`src/logic/sst_pkg.sv`:
```
// Purpose: Constants for the synchronous master serial transmitter
// Assumes: 8-bit register port, one clock domain
// Notes:   Offsets are word indices on the plain register port
package sst_pkg;
   localparam int ADDR_W = 4;
   localparam int DATA_W = 8;
   localparam int WORD_W = 9;
   localparam int DIV_W  = 16;

   // Register offsets
   localparam logic [3:0] OFS_TX_CTRL   = 4'h0;
   localparam logic [3:0] OFS_BAUD_CTRL = 4'h1;
   localparam logic [3:0] OFS_PORT_CTRL = 4'h2;
   localparam logic [3:0] OFS_DIV_LO    = 4'h3;
   localparam logic [3:0] OFS_DIV_HI    = 4'h4;
   localparam logic [3:0] OFS_TX_BUF    = 4'h5;
   localparam logic [3:0] OFS_IRQ_STAT  = 4'h6;
   localparam logic [3:0] OFS_IRQ_CLR   = 4'h7;
   localparam logic [3:0] OFS_IRQ_EN    = 4'h8;
   localparam logic [3:0] OFS_INT_CTRL  = 4'h9;

   // Field positions
   localparam int B_CLK_SRC   = 7;
   localparam int B_NINE_SEL  = 6;
   localparam int B_TX_EN     = 5;
   localparam int B_SYNC_SEL  = 4;
   localparam int B_SR_EMPTY  = 1;
   localparam int B_NINTH_VAL = 0;
   localparam int B_IDLE_POL  = 4;
   localparam int B_DIV16_SEL = 3;
   localparam int B_PORT_EN   = 7;
   localparam int B_IRQ_BUFE  = 0;
   localparam int B_IRQ_OVR   = 1;
   localparam int B_GLB_IE    = 7;
   localparam int B_PER_IE    = 6;

   // Writable masks and reset values
   localparam logic [7:0] TX_CTRL_WMASK = 8'hF1;
   localparam logic [7:0] BAUD_WMASK    = 8'h18;
   localparam logic [7:0] PORT_WMASK    = 8'h80;
   localparam logic [7:0] IRQ_WMASK     = 8'h03;
   localparam logic [7:0] INTC_WMASK    = 8'hC0;
   localparam logic [7:0] RST_BYTE      = 8'h00;
   localparam logic [15:0] RST_DIV      = 16'h0000;

   typedef enum logic [1:0] {
      SST_IDLE  = 2'b01,
      SST_SHIFT = 2'b10
   } sst_state_e;
endpackage

```
`src/logic/sst_top.sv`:
```
// Purpose: Synchronous master transmit path with register port
// Assumes: rx_active comes from receive logic on the same clock
// Notes:   Each serial clock half lasts divider+1 clock cycles
//
// Our own choices: the register offsets and the address-and-strobe port.
`timescale 1ns/100ps
module sst_top (
   // Clock and reset
   input  wire logic                      clk,
   input  wire logic                      rst_b,
   // Register port
   input  wire logic [sst_pkg::ADDR_W-1:0] reg_addr,
   input  wire logic [sst_pkg::DATA_W-1:0] reg_wdata,
   input  wire logic                      reg_wr,
   input  wire logic                      reg_rd,
   output logic      [sst_pkg::DATA_W-1:0] reg_rdata,
   // Half duplex with receiver
   input  wire logic                      rx_active,
   output logic                           tx_active,
   // Serial pins
   output logic                           serial_clock_line_o,
   output logic                           serial_clock_line_oe,
   output logic                           serial_data_line_o,
   output logic                           serial_data_line_oe,
   // Interrupt
   output logic                           irq
);
   sst_pkg::sst_state_e st_r;
   logic [7:0]  tx_ctrl_r;
   logic [7:0]  baud_ctrl_r;
   logic [7:0]  port_ctrl_r;
   logic [7:0]  div_lo_r;
   logic [7:0]  div_hi_r;
   logic [7:0]  irq_en_r;
   logic [7:0]  int_ctrl_r;
   logic [sst_pkg::WORD_W-1:0] buf_r;
   logic        buf_full_r;
   logic        ovr_r;
   logic [sst_pkg::WORD_W-1:0] tsr_r;
   logic [3:0]  bit_cnt_r;
   logic        phase_r;
   logic [sst_pkg::DIV_W-1:0] div_cnt_r;

   logic        wr_ctrl, wr_baud, wr_port, wr_lo, wr_hi, wr_buf, wr_clr, wr_en, wr_intc;
   logic        master, tx_ok, idle_pol, nine;
   logic [sst_pkg::DIV_W-1:0] div_val;
   logic        tick, last_bit, load_go, done, sr_empty;
   logic [1:0]  stat;
   logic        irq_any;

   assign wr_ctrl = reg_wr && reg_addr == sst_pkg::OFS_TX_CTRL;
   assign wr_baud = reg_wr && reg_addr == sst_pkg::OFS_BAUD_CTRL;
   assign wr_port = reg_wr && reg_addr == sst_pkg::OFS_PORT_CTRL;
   assign wr_lo   = reg_wr && reg_addr == sst_pkg::OFS_DIV_LO;
   assign wr_hi   = reg_wr && reg_addr == sst_pkg::OFS_DIV_HI;
   assign wr_buf  = reg_wr && reg_addr == sst_pkg::OFS_TX_BUF;
   assign wr_clr  = reg_wr && reg_addr == sst_pkg::OFS_IRQ_CLR;
   assign wr_en   = reg_wr && reg_addr == sst_pkg::OFS_IRQ_EN;
   assign wr_intc = reg_wr && reg_addr == sst_pkg::OFS_INT_CTRL;

   assign master   = tx_ctrl_r[sst_pkg::B_SYNC_SEL] && port_ctrl_r[sst_pkg::B_PORT_EN]
                     && tx_ctrl_r[sst_pkg::B_CLK_SRC];
   assign tx_ok    = master && tx_ctrl_r[sst_pkg::B_TX_EN];
   assign idle_pol = baud_ctrl_r[sst_pkg::B_IDLE_POL];
   assign nine     = tx_ctrl_r[sst_pkg::B_NINE_SEL];
   // High byte ignored unless the 16-bit divider is selected
   assign div_val  = baud_ctrl_r[sst_pkg::B_DIV16_SEL] ? {div_hi_r, div_lo_r}
                                                       : {8'h00, div_lo_r};
   assign tick     = div_cnt_r == div_val;
   assign last_bit = bit_cnt_r == 4'h0;
   assign done     = st_r == sst_pkg::SST_SHIFT && tick && phase_r && last_bit;
   // Next word only when the shifter is free and the receiver is quiet
   assign load_go  = buf_full_r && tx_ok && !rx_active
                     && (st_r == sst_pkg::SST_IDLE || done);
   assign sr_empty = st_r == sst_pkg::SST_IDLE;
   assign stat     = {ovr_r, !buf_full_r};
   assign irq_any  = |(stat & irq_en_r[1:0]) && int_ctrl_r[sst_pkg::B_GLB_IE]
                     && int_ctrl_r[sst_pkg::B_PER_IE];

   // Configuration registers
   always_ff @(posedge clk or negedge rst_b) begin
      if (!rst_b) begin
         tx_ctrl_r   <= sst_pkg::RST_BYTE;
         baud_ctrl_r <= sst_pkg::RST_BYTE;
         port_ctrl_r <= sst_pkg::RST_BYTE;
         div_lo_r    <= sst_pkg::RST_BYTE;
         div_hi_r    <= sst_pkg::RST_BYTE;
         irq_en_r    <= sst_pkg::RST_BYTE;
         int_ctrl_r  <= sst_pkg::RST_BYTE;
      end else begin
         if (wr_ctrl) tx_ctrl_r <= reg_wdata & sst_pkg::TX_CTRL_WMASK;
         if (wr_baud) baud_ctrl_r <= reg_wdata & sst_pkg::BAUD_WMASK;
         if (wr_port) port_ctrl_r <= reg_wdata & sst_pkg::PORT_WMASK;
         if (wr_lo) div_lo_r <= reg_wdata;
         if (wr_hi) div_hi_r <= reg_wdata;
         if (wr_en) irq_en_r <= reg_wdata & sst_pkg::IRQ_WMASK;
         if (wr_intc) int_ctrl_r <= reg_wdata & sst_pkg::INTC_WMASK;
      end
   end

   // Transmit buffer; its empty flag is only cleared by a new word
   always_ff @(posedge clk or negedge rst_b) begin
      if (!rst_b) begin
         buf_r      <= '0;
         buf_full_r <= 1'b0;
      end else if (wr_buf && !buf_full_r) begin
         // Ninth bit latched at load time, so write it first
         buf_r      <= {tx_ctrl_r[sst_pkg::B_NINTH_VAL], reg_wdata};
         buf_full_r <= 1'b1;
      end else if (wr_buf && load_go) begin
         buf_r      <= {tx_ctrl_r[sst_pkg::B_NINTH_VAL], reg_wdata};
         buf_full_r <= 1'b1;
      end else if (load_go) begin
         buf_full_r <= 1'b0;
      end
   end

   // Overrun: write to a full buffer is dropped unless a word loads that cycle; set beats clear
   always_ff @(posedge clk or negedge rst_b) begin
      if (!rst_b) begin
         ovr_r <= 1'b0;
      end else if (wr_buf && buf_full_r && !load_go) begin
         ovr_r <= 1'b1;
      end else if (wr_clr && reg_wdata[sst_pkg::B_IRQ_OVR]) begin
         ovr_r <= 1'b0;
      end
   end

   // Shifter and serial clock generation
   always_ff @(posedge clk or negedge rst_b) begin
      if (!rst_b) begin
         st_r                <= sst_pkg::SST_IDLE;
         tsr_r               <= '0;
         bit_cnt_r           <= 4'h0;
         phase_r             <= 1'b0;
         div_cnt_r           <= sst_pkg::RST_DIV;
         serial_clock_line_o <= 1'b0;
         serial_data_line_o  <= 1'b0;
      end else if (load_go) begin
         st_r                <= sst_pkg::SST_SHIFT;
         tsr_r               <= buf_r;
         bit_cnt_r           <= nine ? 4'h8 : 4'h7;
         phase_r             <= 1'b0;
         div_cnt_r           <= sst_pkg::RST_DIV;
         serial_clock_line_o <= idle_pol;
         serial_data_line_o  <= buf_r[0];
      end else if (st_r == sst_pkg::SST_SHIFT && !tx_ok) begin
         // Dropping enable aborts the word in flight
         st_r                <= sst_pkg::SST_IDLE;
         serial_clock_line_o <= idle_pol;
      end else if (st_r == sst_pkg::SST_SHIFT) begin
         div_cnt_r <= tick ? sst_pkg::RST_DIV : div_cnt_r + 16'h0001;
         if (tick && !phase_r) begin
            phase_r             <= 1'b1;
            serial_clock_line_o <= !idle_pol;
         end else if (tick) begin
            phase_r             <= 1'b0;
            serial_clock_line_o <= idle_pol;
            if (last_bit) begin
               st_r <= sst_pkg::SST_IDLE;
            end else begin
               tsr_r              <= {1'b0, tsr_r[sst_pkg::WORD_W-1:1]};
               serial_data_line_o <= tsr_r[1];
               bit_cnt_r          <= bit_cnt_r - 4'h1;
            end
         end
      end else begin
         serial_clock_line_o <= idle_pol;
      end
   end

   // Pin enables, duplex status and interrupt line
   always_ff @(posedge clk or negedge rst_b) begin
      if (!rst_b) begin
         serial_clock_line_oe <= 1'b0;
         serial_data_line_oe  <= 1'b0;
         tx_active            <= 1'b0;
         irq                  <= 1'b0;
      end else begin
         serial_clock_line_oe <= master;
         serial_data_line_oe  <= master;
         tx_active            <= load_go || (st_r == sst_pkg::SST_SHIFT && !done);
         irq                  <= irq_any;
      end
   end

   // Read port; the shifter itself has no address
   always_ff @(posedge clk or negedge rst_b) begin
      if (!rst_b) begin
         reg_rdata <= sst_pkg::RST_BYTE;
      end else if (!reg_rd) begin
         reg_rdata <= sst_pkg::RST_BYTE;
      end else begin
         case (reg_addr)
            sst_pkg::OFS_TX_CTRL:   reg_rdata <= tx_ctrl_r | {6'h00, sr_empty, 1'b0};
            sst_pkg::OFS_BAUD_CTRL: reg_rdata <= baud_ctrl_r;
            sst_pkg::OFS_PORT_CTRL: reg_rdata <= port_ctrl_r;
            sst_pkg::OFS_DIV_LO:    reg_rdata <= div_lo_r;
            sst_pkg::OFS_DIV_HI:    reg_rdata <= div_hi_r;
            sst_pkg::OFS_TX_BUF:    reg_rdata <= buf_r[7:0];
            sst_pkg::OFS_IRQ_STAT:  reg_rdata <= {6'h00, stat};
            sst_pkg::OFS_IRQ_EN:    reg_rdata <= irq_en_r;
            sst_pkg::OFS_INT_CTRL:  reg_rdata <= int_ctrl_r;
            default:                reg_rdata <= sst_pkg::RST_BYTE;
         endcase
      end
   end
endmodule // sst_top

```
`config.mk`:
```
export PLATFORM = sky130hd
export DESIGN_NAME = sst_top
export DESIGN_NICKNAME = d
export VERILOG_FILES = /design/src/logic/sst_pkg.sv /design/src/logic/sst_top.sv
export SDC_FILE = /design/constraint.sdc
export NUM_CORES = 1
export LEC_CHECK = 0
export BUFFER_PORTS_ARGS = -buffer_cell sky130_fd_sc_hd__buf_2
export CORE_ASPECT_RATIO = 0.9
export CORE_MARGIN = 8
export CORE_UTILIZATION = 55
export DETAILED_ROUTE_END_ITERATION = 10
export GPL_TIMING_DRIVEN = 0
export HOLD_SLACK_MARGIN = 0.08
export PLACE_DENSITY = 0.8
export SETUP_SLACK_MARGIN = 0.2
export SKIP_CTS_REPAIR_TIMING = 1
export SYNTH_ARGS = -nofsm -noshare
export SYNTH_HDL_FRONTEND = slang
export SYNTH_SLANG_ARGS = --single-unit
export TNS_END_PERCENT = 1
```
`constraint.sdc`:
```
create_clock -name clk -period 2.7 [get_ports clk]
set_input_delay 0.135 -clock clk [delete_from_list [all_inputs] [get_ports clk]]
set_output_delay 0.135 -clock clk [all_outputs]
set_load 0.005 [all_outputs]
```
==> summary.md <==
| Metric | Value |
|---|---|
| IO Port Bufs | 27 |
| Synth Flop Type | dfrtp_1 |
| Fin. max-slew vios | 0 |
| Levels on crit path | 8 |
| Period utilisation layout | 93.95% |
| # DRC | 0 |
| Cells after synthesis | approximately 440 |
| Max-cap violations | 0 |
| Starting density of the core | about 56% |
| Worst-path fanout max | 9 |
| Placed insts | 562 |
| P per Cell Area | 647.2 mW/mm^2 |
| Clock transition at path regs | ~0.1 ns |
| Antenna diodes | 0 |
| Cell Rows | 31 |
| TritonRoute pass-1 iters | 5 |
| Syn_area_per_cell | a little over 10 sq um |
| Worst Hold Depth | 2 |
| Overall Global Routing Usage | between 20% and 30% |
| First-pass GRT wire length | around 19 mm |
| Core Region | 0.007951 sq mm |
| Via-to-Cell Ratio | between 6 and 7 |
| # H-tree levels | 3 |
| Clk_lat worst skew | between 0.3 and 0.4 ns |
| Wire length per cell | roughly 20 microns |
| Vias in the first global route | about 3,700 |
| Crit-path max cell delay | around 0.47 ns |
| Die Y | around 100 microns |
| Die Wd | 110.9 microns |
| Setup crit start kind | flop |
| Static Leak | about 2.3 nW |
| Crit path required time | around 3 ns |
| Final Wtd Congestion | 0.8893 |
| Asr flop ratio synth | 100.0% |
| Worst-Margin Slew | roughly 0.52 ns |
| Largest net degree at the start of global routing | 58 |
| CP startpoint | bit_cnt_r[0] |
| Detailed Route Iter0 Violations | between 300 and 400 |
| Hpwl dp | roughly 8.6 mm |
| Gr ovfl total | 0 |
| Number of synthesized flops with an enable pin | 0 |
| IR Drop Worst-Case VDD | around 0.47 mV |
| CP delay by family, top | simple AND/OR/NAND/NOR gates |
| Routed wire length | approximately 12 mm |
| Peak Freq | a little under 400 MHz |
| Max-slew headroom | ~65% |
| Layout area overhead | 15.72% |
| Top-Level Pins | 31 |
| Final hold violations | 0 |
| RSZ-0062 raised after global routing | yes |
| Fin nets | between 500 and 600 |
| Outcome | finished clean |
| FF-to-FF setup slack | 0.16 ns |
| Syn nets | around 450 |
| CTS tree | built |
| Critical path class | flop to flop |
| Vias | 3,816 |
| DIE AREA | around 0.011 sq mm |
| Final setup fails | 0 |
| CP cell instances | inv_2 > ha_4 > or3b_4 > or4_4 > nor4_4 > buf_6 > o21ai_4 > mux2_2 |
| Clock skew | ~0.010 ns |
| Crit path capture | buf_r[5] |
| Critical Path End Type | flop |
| Clk root buf | clkbuf_8 |
| Final std cells w/o fill | between 500 and 600 |
| Max Root-Sink Buffers | 2 |
| Warnings, synthesis | 0 |
| R2R depth | 8 |
| Post-synth cell types | 60 |
| Post-DRT Antenna Nets | 0 |
| Pwr Total | ~3.3 mW |
| Worst R2R Start | bit_cnt_r[0] |
| Synthesized cell area | roughly 0.0045 sq mm |
| Crit-path slowest cell | or4_4 |
| Arr. time, crit path | around 2.8 ns |
| PnR worst setup slack | 0.1635 ns |
| Synth Register Bits | a little over 80 |
| Hold Crit Class | input port to flop |
| Layout cells sized above 1 | a little over a quarter |
| Tmin final | about 2.5 ns |
| Total clock buffers created by CTS | 9 |
| Clock Sinks | 83 |
| Initial antenna violation count | 0 |
| Reg2Reg Capture Point | buf_r[5] |
| Place WS | -0.2559 ns |
| Sequential area share after synthesis | 46.62% |
| WP buf/inv | 2 |
## metal layers
layer | global-route usage, % | vias to the layer above | routed length (microns)
li1 | - | 1745 | -
met2 | 33.38 | 183 | 5638
met1 | 27.55 | 1859 | 5031
met5 | 0 | - | 0
met4 | 7.469 | 0 | 257
met3 | 4.381 | 29 | 1035
## cells by family after synthesis
logic type | share of synthesized area [%]
and+or+nand+nor | 19.28
buffers and inverters | 2.863
xor gates and xnor gates | 2.947
DFF | 46.62
AOI/OAI and AO/OA | 16.17
adders and majority gates | 0.5612
muxes | 11.56
## worst min-delay path by stage
stage / startpoint / end / slack, ns
CTS: rst_b / div_cnt_r[10] / -0.31
detailed placement: rst_b / div_cnt_r[10] / 0.08
global route: reg_wdata[4] / tx_ctrl_r[4] / 0.08
finish: reg_wdata[4] / tx_ctrl_r[4] / 0.08
floorplan: rst_b / baud_ctrl_r[3] / -0.16
global placement: reg_wdata[2] / div_hi_r[2] / 0.44
## synthesized netlist by cell type, types with 2 or more instances
library cell / n / area share (%)
inv_1: 6 / 0.51
nand3_1: 21 / 2.4
nand2_1: 37 / 3.1
or3_1: 2 / 0.28
nand2b_1: 3 / 0.42
xor2_1: 14 / 2.8
nor2_1: 22 / 1.9
nor3b_1: 2 / 0.34
o22ai_1: 10 / 1.4
dfrtp_1: 82 / 46
a221o_1: 5 / 1.1
and2_1: 5 / 0.70
a31o_2: 2 / 0.39
a32o_1: 3 / 0.67
a21oi_1: 8 / 0.90
nor4b_1: 3 / 0.59
o22a_1: 2 / 0.39
mux2i_1: 2 / 0.45
o21a_1: 5 / 0.84
clkbuf_1: 22 / 1.9
nand3b_1: 5 / 0.84
o211ai_1: 2 / 0.34
mux2_2: 42 / 11
a32oi_1: 2 / 0.39
nor2b_1: 6 / 0.84
ha_1: 2 / 0.56
a22oi_1: 3 / 0.51
nor4_1: 9 / 1.3
nand4b_1: 5 / 0.98
o31ai_1: 4 / 0.67
a2bb2oi_1: 12 / 2.4
nand4_1: 6 / 0.84
o21ai_0: 20 / 2.2
and3_1: 8 / 1.1
buf_2: 3 / 0.34
a21o_1: 2 / 0.34
a22o_1: 6 / 1.2
a31oi_1: 3 / 0.42
nor3_1: 18 / 2.0
## registers in the layout, summed over array words and instances (netlist names), 4 cells and up
register,count
tsr_r,9
bit_cnt_r,4
buf_r,9
reg_rdata,8
div_lo_r,8
div_cnt_r,16
div_hi_r,8
tx_ctrl_r,5
## layout make-up
type                            count  area, sq um
Timing Repair Buffer               40        266.5
Multi-Input combinational cell    320         2356
Sequential cell                    83         2078
Tap cell                           99        123.9
Inverter                            6        22.52
Fill cell                         621         2793
Buffer                             26        128.9
Clock buffer                        9        123.9
Clock inverter                      7        58.81
## layout by cell type (no fill, tap or decap), types with 3 or more instances in the layout
cell type and n:
dfrtp_1 82, mux2_2 42, nand2_1 35, buf_2 29, nand3_1 21, nor2_1 21
o21ai_0 19, nor3_1 17, clkbuf_1 16, xor2_1 14, a2bb2oi_1 11, clkbuf_8 9
and3_1 8, a21oi_1 8, o22ai_1 8, buf_4 8, nor4_1 7, nor2b_1 6
a22o_1 6, nand4_1 6, and2_1 5, nand3b_1 5, o21a_1 5, nand4b_1 5
clkbuf_2 5, a221o_1 5, inv_1 4, dlygate4sd3_1 4, a22oi_1 3, a31oi_1 3
nand2b_1 3, nor4b_1 3, o31ai_1 3, a32o_1 3, inv_6 3
## metrics by stage
step	setup TNS, ns	util, %	area (sq um)	hold WS, ns
finish	0	64.88	5159	0.07844
CTS	-6.316	62.00	4930	-0.3102
floorplan	0	-	4458	-0.1606
global placement	-2.528	59.32	4717	0.4363
global route	0	64.88	5159	0.08136
detailed placement	-5.323	59.70	4747	0.08025
## power breakdown
group	internal, mW	switching [mW]	total (mW)
clock network	0.350	0.504	0.855
logic	0.389	0.380	0.770
registers	1.47	0.240	1.71
No activity file was read; power rests on OpenSTA's default activity.
